[src/hw/sfc_pkg.sv]
package sfc_pkg;

    // ----------------------------------------------------------------
    // Register selection codes carried in the low nibble of each word
    // ----------------------------------------------------------------
    localparam logic [3:0] SEL_R0  = 4'h0;  // Frequency apply word.
    localparam logic [3:0] SEL_R4  = 4'h4;  // Reference divider word.
    localparam logic [3:0] SEL_R10 = 4'hA;  // Temperature converter control.
    localparam logic [3:0] SEL_R11 = 4'hB;  // Fixed reserved word.
    localparam logic [3:0] SEL_R12 = 4'hC;  // Resync timeout control.
    localparam int         NUM_REGS = 13;   // Words 0 to 12 are stored.
    localparam int         SEL_LSB  = 0;    // Select field position.
    localparam int         SEL_W    = 4;    // Select field width.
    localparam logic [31:0] WORD_RESET = 32'h0000_0000; // Stored word after reset.

    // ----------------------------------------------------------------
    // Field positions
    // ----------------------------------------------------------------
    localparam int SETTLE_LSB = 4;   // Lock-settle count, 5 bits.
    localparam int SETTLE_W   = 5;
    localparam int BAND_LSB   = 14;  // Band-settle timeout, 10 bits.
    localparam int BAND_W     = 10;
    localparam int CDIV_LSB   = 6;   // Converter clock divisor, 8 bits.
    localparam int CDIV_W     = 8;
    localparam int CONV_WR_BIT  = 5; // Convert on every write.
    localparam int CONV_PWR_BIT = 4; // Converter power.
    localparam int RSY_LSB    = 16;  // Resync timeout count, 16 bits.
    localparam int RSY_W      = 16;
    localparam int INT_LSB    = 4;   // Whole divide value.
    localparam int INT_W      = 16;
    localparam int PRIMARY_NUMERATOR_LSB  = 4;   // Primary numerator.
    localparam int PRIMARY_NUMERATOR_W    = 24;  // Matches the fixed 24-bit denominator.
    localparam int AUX_NUMERATOR_LSB  = 18;  // Auxiliary numerator.
    localparam int AUX_NUMERATOR_W    = 14;
    localparam int AUX_DENOMINATOR_LSB   = 4;   // Auxiliary denominator.
    localparam int AUX_DENOMINATOR_W     = 14;
    localparam int RDIV_LSB   = 15;  // Reference division factor.
    localparam int RDIV_W     = 10;
    localparam int RHALF_BIT  = 25;  // Reference divide-by-2.
    localparam int RDBL_BIT   = 26;  // Reference doubler.
    localparam logic [RDIV_W-1:0] RDIV_RESET = 10'h001; // Factor before programming.

endpackage : sfc_pkg

[src/hw/sfc_tick_div.sv]
`timescale 1ns/100ps
module sfc_tick_div
#(
    parameter int W = 8                    // Width of the divisor.
)
(
    input  wire logic         mclk,       // System clock.
    input  wire logic         sys_rst,    // Synchronous reset, active high.
    input  wire logic         clear,      // Restart the count.
    input  wire logic         in_tick,    // Input event, one cycle.
    input  wire logic [W-1:0] divisor,    // Events per output, zero acts as one.
    output logic              out_tick    // Output event, one cycle.
);

    // ------------------------------------------------------------
    // Event divider
    // ------------------------------------------------------------
    logic [W-1:0] cnt;         // Events seen since the last output.
    logic [W-1:0] next_cnt;    // Next event count.
    logic         next_out;    // Next output pulse.
    logic [W-1:0] eff;         // Divisor with zero mapped to one.

    // Count input events and emit one pulse per divisor of them.
    always_comb
    begin
        eff      = (divisor == '0) ? W'(1) : divisor;
        next_cnt = cnt;
        next_out = 1'b0;
        if (clear)
        begin
            next_cnt = '0;
        end
        else if (in_tick)
        begin
            if (cnt + W'(1) >= eff)
            begin
                next_cnt = '0;
                next_out = 1'b1;
            end
            else
            begin
                next_cnt = cnt + W'(1);
            end
        end
    end

    // Register the count and the pulse.
    always_ff @(posedge mclk)
    begin
        if (sys_rst)
        begin
            cnt      <= '0;
            out_tick <= 1'b0;
        end
        else
        begin
            cnt      <= next_cnt;
            out_tick <= next_out;
        end
    end

    // An output pulse always follows an input event.
    AST_DIV_CAUSE: assert property (@(posedge mclk) disable iff (sys_rst)
        out_tick |-> $past(in_tick))
        else $error("Divider output without an input event.");

endmodule : sfc_tick_div

[src/hw/sfc_top.sv]
// Behaviour
// - Select code 1010 loads converter control word.
// - Converter clock is compare clock over divisor.
// - Divisor is eight bits at 13:6.
// - Reference factor is one until programmed.
// - Convert bit starts conversion each write.
// - Power bit enables the temperature converter.
// - Select code 1100 loads resync word.
// - Resync timeout is 16 bits, zero invalid.
// - Only a zero write applies new frequency.
// - Feedback is whole plus fractional parts.
// - Compare clock from reference, doubler, dividers.
// - Low four bits select the target register.
// - Band-settle timeout sits at bits 23:14.
`timescale 1ns/100ps
module sfc_top
    import sfc_pkg::*;
(
    input  wire logic                          mclk,          // System clock, 125 MHz.
    input  wire logic                          sys_rst,       // Synchronous reset.
    input  wire logic                          ser_clk,       // Serial clock pin.
    input  wire logic                          ser_data,      // Serial data pin.
    input  wire logic                          load_strobe,   // Load strobe pin.
    input  wire logic                          ref_in,        // Reference input pin.
    output logic                               compare_tick,  // Compare clock event.
    output logic                               converter_tick, // Converter clock event.
    output logic                               converter_power, // Converter powered.
    output logic                               convert_start, // Conversion start pulse.
    output logic                               freq_update,   // New frequency applied.
    output logic                               resync_pulse,  // Phase resync event.
    output logic [sfc_pkg::INT_W-1:0]          n_int,         // Whole divide value.
    output logic [sfc_pkg::PRIMARY_NUMERATOR_W+sfc_pkg::AUX_DENOMINATOR_W:0] n_frac_num, // Fraction over 2^24*aux.
    output logic [sfc_pkg::AUX_DENOMINATOR_W-1:0]         aux_denominator, // Auxiliary denominator.
    output logic [sfc_pkg::SETTLE_W-1:0]       lock_settle_count, // Settle multiplier.
    output logic [sfc_pkg::BAND_W-1:0]         band_settle_timeout // Settle timeout.
);

    // ------------------------------------------------------------
    // Pin synchronisers and serial shifter
    // ------------------------------------------------------------
    // Bit order in the sync vectors: 0 clock, 1 data, 2 strobe, 3 reference.
    logic [3:0]  sync_a;       // First stage, read only by the second.
    logic [3:0]  sync_b;       // Second stage, safe to use.
    logic [3:0]  sync_c;       // Previous second-stage value for edges.
    logic [31:0] shift;        // Word being shifted in.
    logic [31:0] next_shift;   // Next shifter value.
    logic        sclk_rise;    // Serial clock rising edge.
    logic        le_rise;      // Load strobe rising edge.
    logic        ref_rise;     // Reference rising edge.
    logic        ref_fall;     // Reference falling edge.
    logic [SEL_W-1:0] sel;     // Target of the word in the shifter.

    // Pins change on their own time, so edges are taken after two flops.
    always_comb
    begin
        sclk_rise  = sync_b[0] & ~sync_c[0];
        le_rise    = sync_b[2] & ~sync_c[2];
        ref_rise   = sync_b[3] & ~sync_c[3];
        ref_fall   = ~sync_b[3] & sync_c[3];
        sel        = shift[SEL_LSB +: SEL_W];
        next_shift = shift;
        if (sclk_rise)
        begin
            next_shift = {shift[30:0], sync_b[1]};
        end
    end

    // Register the synchronisers and the shifter.
    always_ff @(posedge mclk)
    begin
        if (sys_rst)
        begin
            sync_a <= 4'h0;
            sync_b <= 4'h0;
            sync_c <= 4'h0;
            shift  <= 32'h0000_0000;
        end
        else
        begin
            sync_a <= {ref_in, load_strobe, ser_data, ser_clk};
            sync_b <= sync_a;
            sync_c <= sync_b;
            shift  <= next_shift;
        end
    end

    // ------------------------------------------------------------
    // Register file and frequency apply
    // ------------------------------------------------------------
    logic [31:0] regs [NUM_REGS];      // Stored words by select code.
    logic [31:0] next_regs [NUM_REGS]; // Next stored words.
    logic        r_prog;               // Reference divider has been written.
    logic        next_r_prog;          // Next programmed flag.
    logic        next_conv_start;      // Next conversion start.
    logic        next_freq_update;     // Next apply pulse.
    logic [INT_W-1:0]          next_int;   // Next whole value.
    logic [PRIMARY_NUMERATOR_W+AUX_DENOMINATOR_W:0]   next_num;   // Next fractional numerator.
    logic [AUX_DENOMINATOR_W-1:0]         next_aux_denominator;  // Next auxiliary denominator.
    logic [PRIMARY_NUMERATOR_W+AUX_DENOMINATOR_W-1:0] prod;       // Primary numerator times aux.

    // A word lands on the strobe edge; the frequency only moves on word 0,
    // so a half-written update never reaches the loop.
    always_comb
    begin
        next_regs        = regs;
        next_r_prog      = r_prog;
        next_conv_start  = 1'b0;
        next_freq_update = 1'b0;
        next_int         = n_int;
        next_num         = n_frac_num;
        next_aux_denominator        = aux_denominator;
        prod = (PRIMARY_NUMERATOR_W+AUX_DENOMINATOR_W)'(regs[1][PRIMARY_NUMERATOR_LSB +: PRIMARY_NUMERATOR_W])
             * (PRIMARY_NUMERATOR_W+AUX_DENOMINATOR_W)'(regs[2][AUX_DENOMINATOR_LSB +: AUX_DENOMINATOR_W]);
        if (le_rise && (int'(sel) < NUM_REGS))
        begin
            next_regs[sel] = shift;
            if (sel == SEL_R4)
            begin
                next_r_prog = 1'b1;
            end
            if ((sel == SEL_R10) && shift[CONV_WR_BIT])
            begin
                next_conv_start = 1'b1;
            end
            if (sel == SEL_R0)
            begin
                next_freq_update = 1'b1;
                next_int  = shift[INT_LSB +: INT_W];
                // Value is int + num / (2^24 * aux denominator).
                next_num  = (PRIMARY_NUMERATOR_W+AUX_DENOMINATOR_W+1)'(prod)
                          + (PRIMARY_NUMERATOR_W+AUX_DENOMINATOR_W+1)'(regs[2][AUX_NUMERATOR_LSB +: AUX_NUMERATOR_W]);
                next_aux_denominator = regs[2][AUX_DENOMINATOR_LSB +: AUX_DENOMINATOR_W];
            end
        end
    end

    // Register the stored words and the applied setting.
    always_ff @(posedge mclk)
    begin
        if (sys_rst)
        begin
            for (int i = 0; i < NUM_REGS; i++)
            begin
                regs[i] <= WORD_RESET;
            end
            r_prog          <= 1'b0;
            convert_start   <= 1'b0;
            freq_update     <= 1'b0;
            n_int           <= '0;
            n_frac_num      <= '0;
            aux_denominator <= '0;
        end
        else
        begin
            regs            <= next_regs;
            r_prog          <= next_r_prog;
            convert_start   <= next_conv_start;
            freq_update     <= next_freq_update;
            n_int           <= next_int;
            n_frac_num      <= next_num;
            aux_denominator <= next_aux_denominator;
        end
    end

    // Field views of the stored words.
    assign converter_power     = regs[SEL_R10][CONV_PWR_BIT];
    assign lock_settle_count   = regs[9][SETTLE_LSB +: SETTLE_W];
    assign band_settle_timeout = regs[9][BAND_LSB +: BAND_W];

    // ------------------------------------------------------------
    // Compare clock, converter clock and resync timeout
    // ------------------------------------------------------------
    logic [RDIV_W:0] ref_div;    // Reference factor times divide-by-2.
    logic [RDIV_W-1:0] r_fact;   // Reference factor in use.
    logic            ref_ev;     // Reference event, both edges when doubled.
    logic [RSY_W-1:0] rsy_cnt;   // Compare ticks left before resync.
    logic [RSY_W-1:0] next_rsy_cnt; // Next resync count.
    logic            next_resync;   // Next resync pulse.

    // The factor is one until word 4 arrives; doubling counts both edges.
    always_comb
    begin
        r_fact  = r_prog ? regs[SEL_R4][RDIV_LSB +: RDIV_W] : RDIV_RESET;
        ref_div = {1'b0, r_fact} << regs[SEL_R4][RHALF_BIT];
        ref_ev  = ref_rise | (regs[SEL_R4][RDBL_BIT] & ref_fall);
    end

    sfc_tick_div #(.W(RDIV_W+1)) u_cmp_div (
        .mclk     (mclk),
        .sys_rst  (sys_rst),
        .clear    (1'b0),
        .in_tick  (ref_ev),
        .divisor  (ref_div),
        .out_tick (compare_tick)
    );

    // Restarting on each converter word with the convert bit set keeps the phase tied to the write.
    sfc_tick_div #(.W(CDIV_W)) u_conv_div (
        .mclk     (mclk),
        .sys_rst  (sys_rst),
        .clear    (convert_start),
        .in_tick  (compare_tick),
        .divisor  (regs[SEL_R10][CDIV_LSB +: CDIV_W]),
        .out_tick (converter_tick)
    );

    // A zero timeout is not allowed, so it simply never arms the counter.
    always_comb
    begin
        next_rsy_cnt = rsy_cnt;
        next_resync  = 1'b0;
        if (freq_update)
        begin
            next_rsy_cnt = regs[SEL_R12][RSY_LSB +: RSY_W];
        end
        else if (compare_tick && (rsy_cnt != '0))
        begin
            next_rsy_cnt = rsy_cnt - RSY_W'(1);
            next_resync  = (rsy_cnt == RSY_W'(1));
        end
    end

    // Register the resync timer.
    always_ff @(posedge mclk)
    begin
        if (sys_rst)
        begin
            rsy_cnt      <= '0;
            resync_pulse <= 1'b0;
        end
        else
        begin
            rsy_cnt      <= next_rsy_cnt;
            resync_pulse <= next_resync;
        end
    end

    // ------------------------------------------------------------
    // Checks
    // ------------------------------------------------------------
    AST_REG10_ROUTE: assert property (@(posedge mclk) disable iff (sys_rst)
        (le_rise && sel == SEL_R10) |=> (regs[SEL_R10] == $past(shift)))
        else $error("Converter word not stored.");
    AST_REG12_ROUTE: assert property (@(posedge mclk) disable iff (sys_rst)
        (le_rise && sel == SEL_R12) |=> (regs[SEL_R12] == $past(shift)))
        else $error("Resync word not stored.");
    AST_CONV_START: assert property (@(posedge mclk) disable iff (sys_rst)
        (le_rise && sel == SEL_R10 && shift[CONV_WR_BIT]) |=> convert_start)
        else $error("Conversion not started.");
    AST_FREQ_HOLD: assert property (@(posedge mclk) disable iff (sys_rst)
        (n_int != $past(n_int)) |-> $past(le_rise && sel == SEL_R0))
        else $error("Frequency moved without word 0.");
    AST_SHIFT_MSB: assert property (@(posedge mclk) disable iff (sys_rst)
        sclk_rise |=> (shift[31:1] == $past(shift[30:0])))
        else $error("Shift order wrong.");
    AST_R_DEFAULT: assert property (@(posedge mclk) disable iff (sys_rst)
        !r_prog |-> (r_fact == RDIV_RESET))
        else $error("Reference factor not one before programming.");
    AST_RESYNC: assert property (@(posedge mclk) disable iff (sys_rst)
        resync_pulse |-> ($past(compare_tick) && $past(rsy_cnt) == 16'h0001))
        else $error("Resync fired early.");
    AST_POWER: assert property (@(posedge mclk) disable iff (sys_rst)
        (le_rise && sel == SEL_R10) |=> (converter_power == $past(shift[CONV_PWR_BIT])))
        else $error("Converter power not following word.");

endmodule : sfc_top

[config.mk]
export PLATFORM = sky130hd
export DESIGN_NAME = sfc_top
export DESIGN_NICKNAME = d
export VERILOG_FILES = /design/src/hw/sfc_pkg.sv /design/src/hw/sfc_tick_div.sv /design/src/hw/sfc_top.sv
export SDC_FILE = /design/constraint.sdc
export NUM_CORES = 1
export LEC_CHECK = 0
export CORE_ASPECT_RATIO = 0.7
export CORE_MARGIN = 1
export CORE_UTILIZATION = 55
export CTS_CLUSTER_SIZE = 40
export DETAILED_ROUTE_END_ITERATION = 6
export DONT_BUFFER_PORTS = 1
export GPL_TIMING_DRIVEN = 1
export PLACE_DENSITY = 0.79
export SLEW_MARGIN = 20
export SYNTH_ARGS = -nofsm -noshare
export SYNTH_HDL_FRONTEND = slang
export SYNTH_HIERARCHICAL = 1
export SYNTH_SLANG_ARGS = --single-unit
[constraint.sdc]
create_clock -name mclk -period 13.4 [get_ports mclk]
set_input_delay 2.68 -clock mclk [delete_from_list [all_inputs] [get_ports mclk]]
set_output_delay 2.68 -clock mclk [all_outputs]
set_load 0.02 [all_outputs]
# Yosys cells after proc, flatten, opt, wreduce, memory -nomap -nowiden
# Cells that the tools add are included.
# word_totals
reg_bits,570
out_inout_bits,90
# classes
n_shift,1
multipliers,1
add_sub_neg,4
n_reduce_logical,16
bitwise,15
eq_ne,3
order_cmp,5
muxes,14
# op_table
op,count
416-bit bitwise mux,1
32-bit demux with 4-bit select,1
38-bit by 14-bit adder with 39-bit output,1
24-bit by 14-bit multiplier with 38-bit output,1
16-bit two-way mux,2
32-bit two-way mux,1
11-bit two-way mux,2
"16-bit by 1-bit == test with 1-bit output, second input constant",1
8-bit two-way mux,2
16-bit nonzero test,1
"16-bit by 1-bit subtractor with 16-bit output, second input constant",1
"11-bit by 1-bit adder with 11-bit output, second input constant",1
11-bit greater-or-equal comparator,1
11-bit zero test,1
10-bit by 1-bit left shift with 11-bit output,1
10-bit two-way mux,1
"8-bit by 1-bit adder with 8-bit output, second input constant",1
8-bit greater-or-equal comparator,1
8-bit zero test,1
1-bit NOT,8
2-bit OR reduction,3
3-bit OR reduction,2
1-bit bitwise AND,5
"5-bit greater-or-equal comparator, second input constant",1
11 further kinds,18

# Depth between registers and ports, before layout
# Gate-level depths: netlist (run 1).
# logic_depth
depth_word,6
ltp_mapped,22
depth_no_buf,21

# Hierarchy
# The synthesis (run 1) kept the hierarchy.
# by_module_without_submodules
mod,seq_area_each_um2,n_inst,area_per_inst_um2,cells_per_inst
sfc_top,4724.5,1,20360.8,2387
sfc_tick_div (u_cmp_div),240.2,1,1054.8,126
sfc_tick_div (u_conv_div),180.2,1,638.1,65

# Worst setup path after synthesis (run 1)
# No wires, ideal clock.
# synth_timing
path_kind,flip-flop to flip-flop
from,register regs[329] (netlist bit)
to,register n_frac_num[33] (netlist bit)
path_stages_with_launch,22
setup_slack_ns,7.582
arrival_time_ns,5.696
path_cell_list,dfxtp_1 > clkbuf_1 > clkbuf_1 > nand2_1 > fa_1 > fa_1 > inv_1 > fa_1 > fa_1 > fa_1 > inv_1 > fa_1 > inv_1 > ha_1 > buf_2 > a21oi_1 > o21a_1 > o21a_1 > o21ai_0 > a211oi_1 > a2111oi_0 > a311o_1
# synth_via
elab_chain_cells,2
# synth_lines
item,line,rtl
from (decl),sfc_top.sv:90,logic [31:0] regs [NUM_REGS];
from (signal assigned),sfc_top.sv:155,regs <= next_regs;
24-bit by 14-bit multiplier with 38-bit output,sfc_top.sv:113,* (PRIMARY_NUMERATOR_W+AUX_DENOMINATOR_W)'(regs[2][AUX_DENOMINATOR_LSB +: AUX_DENOMINATOR_W]);
38-bit by 14-bit adder with 39-bit output,sfc_top.sv:131,+ (PRIMARY_NUMERATOR_W+AUX_DENOMINATOR_W+1)'(regs[2][AUX_NUMERATOR_LSB +: AUX_NUMERATOR_W]);
to (signal assigned),sfc_top.sv:160,n_frac_num <= next_num;
to (decl),sfc_top.sv:32,"output logic [sfc_pkg::PRIMARY_NUMERATOR_W+sfc_pkg::AUX_DENOMINATOR_W:0] n_frac_num,"
# No other way between the ends.
# A chain may end at the register's enable or synchronous reset.

# Worst setup path in the final report (run 1)
# Same ends and word-level chain as after synthesis.

==> flow_summary_export.csv, run 1 <==
group,metric,value,unit
synth,netlist_area,22100,µm²
clocking,cts_tree,"yes",
critical_path,critPathBufInv,1,
synth,synth_area_leader_cell,"fa_1",
synth,yosysSeqAreaShare,23.3,%
floorplan,dieWidth,241,µm
floorplan,num_io_pins,96,
route,drc_errors,0,
cells_and_area,seq_area,5140,µm²
floorplan,rows,60,
power_and_ir_drop,p_per_area,69.2,nW/µm²
synth,synthFlopType,"dfxtp_1",
cells_and_area,finalNonFillerCells,3005,
critical_path,cp.arrival,7.55,ns
sta,relSlewSlack,26.6,%
critical_path,critical_path_class,"flop to flop",
route,routedWlPerCell,19.8,µm
route,drtIter0Drc,1686,
sta,max_slew.worst_pin.slew,1.10,ns
critical_path,path_cells,"nand2_1 -> fa_1 -> fa_1 -> fa_1 -> inv_1 -> fa_1 -> fa_1 -> fa_1 -> ha_1 -> nand2_1 -> a211oi_1 -> nor2_1 -> nor4_2 -> o211ai_1 -> a2111oi_0 -> a311o_1",
floorplan,die_h,170,µm
critical_path,cp_top_family,"adder cells",
synth,yosys_warnings,6,
grt,antenna_found_initial,0,
clocking,htreeDepth,1,
sta,hold_viol_final,0,
status,status,"finished clean",
place,dp_hpwl,44500,µm
floorplan,core_area,39000,µm²
route,avgViaCountPerCell,5.82,
clocking,cts-resized-gates,0,
cells_and_area,multi_input_area,15000,µm²
cells_and_area,drive_gt1_share,3.67,%
route,wirelength,59400,µm
cells_and_area,num-nets-final,2879,
floorplan,start_util,56.6,%
sta,post-route-min-period,7.04,ns
route,ant_nets,0,
critical_path,end_kind,"flop",
critical_path,crit_fanout,26,
clocking,post_cts_buffers,0,
synth,ys_types,85,
clocking,clk_pin_slew_worst_paths,0.07,ns
cells_and_area,filler_cell_count,3274,
grt,grt_pass1_vias,17882,
critical_path,worstPathRequired,13.91,ns
clocking,cts_root_buf,"clkbuf_16",
grt,grt_max_degree,231,
clocking,cts_buffers,26,
clocking,clk_latency,0.57,ns
clocking,clk_path_buf_depth,3,
synth,synth-edff-count,0,
floorplan,die_area,40900,µm²
place,port_buffers,0,
synth,synth_top_area_share,25.1,%
synth,ys_ff_latch,257,
power_and_ir_drop,vdd_ir_drop_max,0.0919,mV
clocking,numClockSinks,257,
critical_path,crit_path_start_kind,"flop",
critical_path,cpMostUsedCell,"fa_1",
cells_and_area,syn_to_final_growth,4.62,%
sta,slew_viol_final,0,
route,vias,17479,
flow_run,drv_cap,0,
grt,grt.overflow.total,0,
worst_hold_path,hp-class,"flop to flop",
grt,track_usage,30.2,%
sta,setup_tns,0,ns
cells_and_area,diodes,0,
place,placed_cells,2957,
critical_path,max_stage_delay,0.96,ns
sta,setup_viol_count_final,0,
synth,netlist_instances,2578,
sta,fmax,142,MHz
synth,synth_area_per_cell,8.55,µm²
clocking,holdBufCountCts,0,
synth,synth_area_leaders,"fa_1, dfxtp_1, nand2_1, ha_1, inv_1",
grt,grt_pass1_wl,96600,µm
synth,synth-async-reset-ratio,0,%
sta,rsz0062_at_grt,"no",
sta,finalCritPeriodShare,52.5,%
sta,fin_skew,0.0218,ns
place,place.gp.congestion,1.00,
power_and_ir_drop,power.leakage,10.2,nW
route,dr.pass1.iters,6,
critical_path,crit_slowest_cell,"dfxtp_1",
[logic make-up after synthesis]
group | Yosys count | synth area share [%]
other | 1 | 0.0170
XOR/XNOR | 46 | 1.89
buffers and inverters | 492 | 8.75
multiplexers | 70 | 3.18
AO/OA/AOI/OAI | 340 | 9.61
adder cells (fa/ha/maj) | 415 | 32.9
flip-flops | 257 | 23.3
AND/OR/NAND/NOR | 957 | 20.3
[placed cells by master, fill, tap and decap left out, types with 8 or more instances in the layout]
cell type,n
nand2_1,484
inv_1,330
fa_1,276
dfxtp_1,257
a21oi_1,193
and2_1,180
ha_1,139
nor2_1,128
mux2i_1,70
nand3_1,26
clkbuf_16,26
nand4_1,23
xnor2_1,23
o21ai_0,21
xor2_1,21
nor3_1,18
nor2b_1,16
and3_1,14
o21a_1,14
o21ai_1,12
buf_4,12
nand2b_1,11
a211oi_1,9
a21o_1,8
o211ai_1,8
[final timing paths]
check            start        endpoint  slack [ns]  cells past startpoint
max          regs[329]  n_frac_num[33]        6.36                     16
min reg2reg  sync_a[2]       sync_b[2]        0.44                      1
max reg2reg  regs[329]  n_frac_num[33]        6.36                     16
min          sync_a[2]       sync_b[2]        0.44                      1
[cell type report]
class | count | share of cell area [%]
timing repair buffer | 12 | 0.390
clock inverter | 13 | 0.868
multi-input combinational | 1830 | 65.0
tap | 527 | 2.86
clock buffer | 35 | 3.18
sequential | 257 | 22.3
inverter | 331 | 5.39
[flip-flops by register name, indices dropped and copies added (netlist names)]
signal,count
u_cmp_div/cnt,11
aux_denominator,14
regs,88
u_cmp_div/out_tick,1
n_frac_num,39
sync_a,4
r_prog,1
convert_start,1
converter_power,1
u_conv_div/cnt,8
resync_pulse,1
sync_c,3
freq_update,1
band_settle_timeout,10
shift,32
sync_b,4
rsy_cnt,16
n_int,16
lock_settle_count,5
u_conv_div/out_tick,1
[per-layer routing]
metal | vias up | share of wire (%) | global-route usage [%]
met5 | - | 0 | 0
met4 | 0 | 3.1 | 8.72
met3 | 134 | 11 | 7.48
met2 | 904 | 44 | 47.4
met1 | 8520 | 42 | 41.4
li1 | 7921 | - | -
[report_power, final]
part           switching [mW]  internal [mW]  total, mW
clock network           0.340          0.467      0.806
logic                  0.0166        0.00520     0.0218
registers             0.00262          0.766      0.769
total                   0.359           1.24       1.60
[per-stage QoR]
| stage | cell area (µm²) | setup slack [ns] | utilization [%] | hold WS (ns) | power, mW |
|---|---|---|---|---|---|
| floorplan | 22100 | 7.58 | - | 0.414 | 0.810 |
| global placement | 22100 | 6.49 | 56.8 | 0.418 | 0.807 |
| detailed placement | 22100 | 6.24 | 56.8 | 0.422 | 0.808 |
| CTS | 23100 | 6.19 | 59.2 | 0.439 | 1.60 |
| global route | 23100 | 6.14 | 59.2 | 0.451 | 1.64 |
| finish | 23100 | 6.36 | 59.2 | 0.438 | 1.60 |
[cell usage after synthesis, drive strengths merged (8+ instances only)]
library cell and n:
a21o 9, nor3 20, o21ai 35, xor2 22, o211ai 8, and2 183
nor2 131, dfxtp 257, xnor2 24, a211oi 11, fa 276, nand4 23
ha 139, nand2 487, mux2i 70, and3 16, nand3 28, nor2b 17
clkbuf 131, inv 330, o21a 14, o31ai 8, nand2b 12, buf 30
a21oi 195
[worst reg2reg max path: cells and delay by family (launching register included)]
family	cells	cell delay [ns]
adder cells (fa/ha/maj)	7	3.52
buffers and inverters	1	0.06
AND/OR/NAND/NOR	4	1.24
AO/OA/AOI/OAI	4	1.21
flip-flops	1	0.96
Power figures use the tool's default switching activity.
==> inputs of run 2 (changes only) <==
--- a/config.mk
+++ b/config.mk
@@ -5,6 +5,7 @@
 export SDC_FILE = /design/constraint.sdc
 export NUM_CORES = 1
 export LEC_CHECK = 0
+export ABC_AREA = 1
 export CORE_ASPECT_RATIO = 0.7
 export CORE_MARGIN = 1
 export CORE_UTILIZATION = 55
==> constraint.sdc (replaced) <==
create_clock -name mclk -period 7.29 [get_ports mclk]
set_input_delay 1.458 -clock mclk [delete_from_list [all_inputs] [get_ports mclk]]
set_output_delay 1.458 -clock mclk [all_outputs]
set_load 0.02 [all_outputs]
==> run 2 against run 1 <==
Maximum frequency rose by 8.8%. Critical path depth rose by 7. Register-to-register slack got worse by 5.5 ns. Global-route usage rose by 0.24 points. Utilization fell by 0.67 points. Design area rose by 4.7%. Synthesized cell count rose by 22%. Largest power group is now sequential cells.
==> flow_summary_export.csv, run 2 <==
group,metric,value,unit
power_and_ir_drop,vdd_ir_drop_max,0.155,mV
synth,yosysMostFrequentCell,"nand2_1",
grt,track_usage,30.5,%
cells_and_area,filler_cell_count,3716,
clocking,htreeDepth,1,
sta,setup_viol_count_final,0,
sta,post-route-min-period,6.47,ns
clocking,clk_path_buf_depth,3,
clocking,clk_latency,0.56,ns
route,vias,19573,
status,status,"finished clean",
sta,fin_ws,0.820,ns
route,ant_nets,0,
grt,grt.overflow.total,0,
cells_and_area,drive_gt1_share,4.19,%
sta,rsz0062_at_grt,"no",
synth,synth-edff-count,0,
floorplan,start_util,56.2,%
critical_path,crit_fanout,21,
route,routedWlPerCell,17.6,µm
grt,grt_pass1_vias,19591,
sta,finalCritPeriodShare,88.8,%
place,place.gp.congestion,0.968,
cells_and_area,final_common_cell,"nand2_1",
sta,whs,0.404,ns
floorplan,die_h,174,µm
synth,synth_area_leader_cell,"fa_1",
cells_and_area,diodes,0,
clocking,numClockSinks,257,
synth,ys_ff_latch,257,
clocking,cts_buffers,26,
cells_and_area,reg.largest.list,"regs x88, n_frac_num x39, shift x32",
clocking,holdBufCountCts,0,
route,drc_errors,0,
route,dr.pass1.iters,6,
place,dp_hpwl,48200,µm
power_and_ir_drop,p_per_area,126,nW/µm²
place,dp_slack,0.967,ns
sta,setup_tns,0,ns
synth,synth-async-reset-ratio,0,%
sta,relSlewSlack,23.0,%
sta,max_slew.worst_pin.slew,1.15,ns
floorplan,core_area,41300,µm²
synth,synthFlopType,"dfxtp_1",
clocking,cts-resized-gates,0,
sta,hold_viol_final,0,
route,avgViaCountPerCell,5.44,
synth,ys_types,45,
floorplan,die_area,43000,µm²
critical_path,cp.arrival,6.91,ns
cells_and_area,top_register,"regs",
cells_and_area,final_cell_mix,"nand2_1, inv_1, fa_1",
synth,ys_top_cells_by_count,"nand2_1, inv_1, fa_1, nor2_1, dfxtp_1",
sta,fmax,155,MHz
route,drtIter0Drc,1826,
synth,synth_nets,3571,
worst_hold_path,hp-class,"flop to flop",
critical_path,worstPathRequired,7.73,ns
synth,netlist_instances,3150,
floorplan,dieWidth,247,µm
clocking,cts_tree,"yes",
clocking,clk_pin_slew_worst_paths,0.06,ns
grt,grt_max_degree,111,
power_and_ir_drop,fin_total_pwr,3.04,mW
floorplan,num_io_pins,96,
grt,grt_pass1_wl,104000,µm
grt,antenna_found_initial,1,
synth,synth_area_per_cell,7.36,µm²
clocking,cts_root_buf,"clkbuf_16",
power_and_ir_drop,power.leakage,12.7,nW
synth,yosys_warnings,6,
flow_run,drv_cap,0,
clocking,post_cts_buffers,0,
synth,yosysSeqAreaShare,22.2,%
cells_and_area,syn_to_final_growth,4.19,%
critical_path,critical_path_class,"flop to flop",
synth,synth_top_area_share,23.8,%
cells_and_area,largest_reg_flops,88,
synth,synth_area_leaders,"fa_1, dfxtp_1, nand2_1, inv_1, ha_1",
critical_path,crit_path_start_kind,"flop",
route,wirelength,63200,µm
cells_and_area,num-nets-final,3457,
sta,slew_viol_final,0,
floorplan,rows,62,
critical_path,end_kind,"flop",
place,port_buffers,0,
sta,fin_skew,0.0159,ns
synth,netlist_area,23200,µm²
[run 2: changes by cell type after synthesis, moves of 40 or more]
| cell | change |
|---|---|
| inv_1 | +350 |
| mux2i_1 | -70 |
| a21oi_1 | -40 |
| nand3_1 | +115 |
| and2_1 | -179 |
| nand2_1 | +235 |
| nor2_1 | +142 |
| o21ai_0 | +144 |
[run 2: routing by layer]
metal  vias to the layer above  part of all wire [%]  global-route usage (%)
li1                       9194                     -                       -
met1                      9298                    44                    45.6
met2                       974                    41                    43.8
met3                       107                    12                    8.48
met4                         0                   2.0                    5.83
met5                         -                     0                       0
[run 2: worst max-delay path: stages (launching register included)]
cell	delay, ns
dfxtp_1	1.05
buf_4	0.33
nand2_1	0.10
fa_1	0.48
fa_1	0.56
inv_1	0.06
fa_1	0.55
fa_1	0.44
fa_1	0.50
inv_1	0.06
fa_1	0.56
inv_1	0.06
ha_1	0.35
nand2_1	0.09
inv_1	0.07
nand2_1	0.08
nor2_1	0.12
nand4_1	0.10
nand3_1	0.22
nand2_1	0.11
nand3_1	0.08
nand2_1	0.05
nor2_1	0.23
nor2_1	0.07
[run 2: power by group]
| group | switching, mW | internal, mW |
|---|---|---|
| Clock | 0.578 | 0.783 |
| Sequential | 0.0735 | 1.44 |
| Combinational | 0.111 | 0.0521 |
[run 2: cell families (layout without fill, tap and decap cells)]
kind of cell | count (synthesis) | count (layout) | synth area share [%]
adders and majority gates | 415 | 415 | 31.3
other | 1 | 1 | 0.0162
and+or+nand+nor | 1210 | 1210 | 21.7
buffers and inverters | 850 | 755 | 14.3
AOI/OAI and AO/OA | 380 | 380 | 8.92
DFF | 257 | 257 | 22.2
xor gates and xnor gates | 37 | 37 | 1.46
[run 2: worst paths after layout]
check                           startpoint        endpoint  slack [ns]  depth (start not counted)
worst max-delay path             regs[330]  n_frac_num[29]        0.82                         23
worst min-delay path             sync_a[0]       sync_b[0]        0.40                          2
worst max register to register   regs[330]  n_frac_num[29]        0.82                         23
worst min register to register   sync_a[0]       sync_b[0]        0.40                          2
[run 2: area by class of cell]
class	count	area, µm²	share of cell area [%]
Sequential cell	257	5150	21.3
Clock buffer	35	736	3.05
Inverter	687	2580	10.7
Tap cell	544	681	2.82
Multi-Input combinational cell	2043	14700	61.0
Timing Repair Buffer	21	158	0.653
Clock inverter	12	126	0.523
[run 2: stage by stage]
step,instances,util (%),instance area [µm²]
2_1_floorplan,3150,-,23200
3_3_place_gp,3552,56.4,23300
3_5_place_dp,3552,56.4,23300
4_1_cts,3599,58.5,24200
5_1_grt,3599,58.5,24200
6_report,3599,58.5,24200
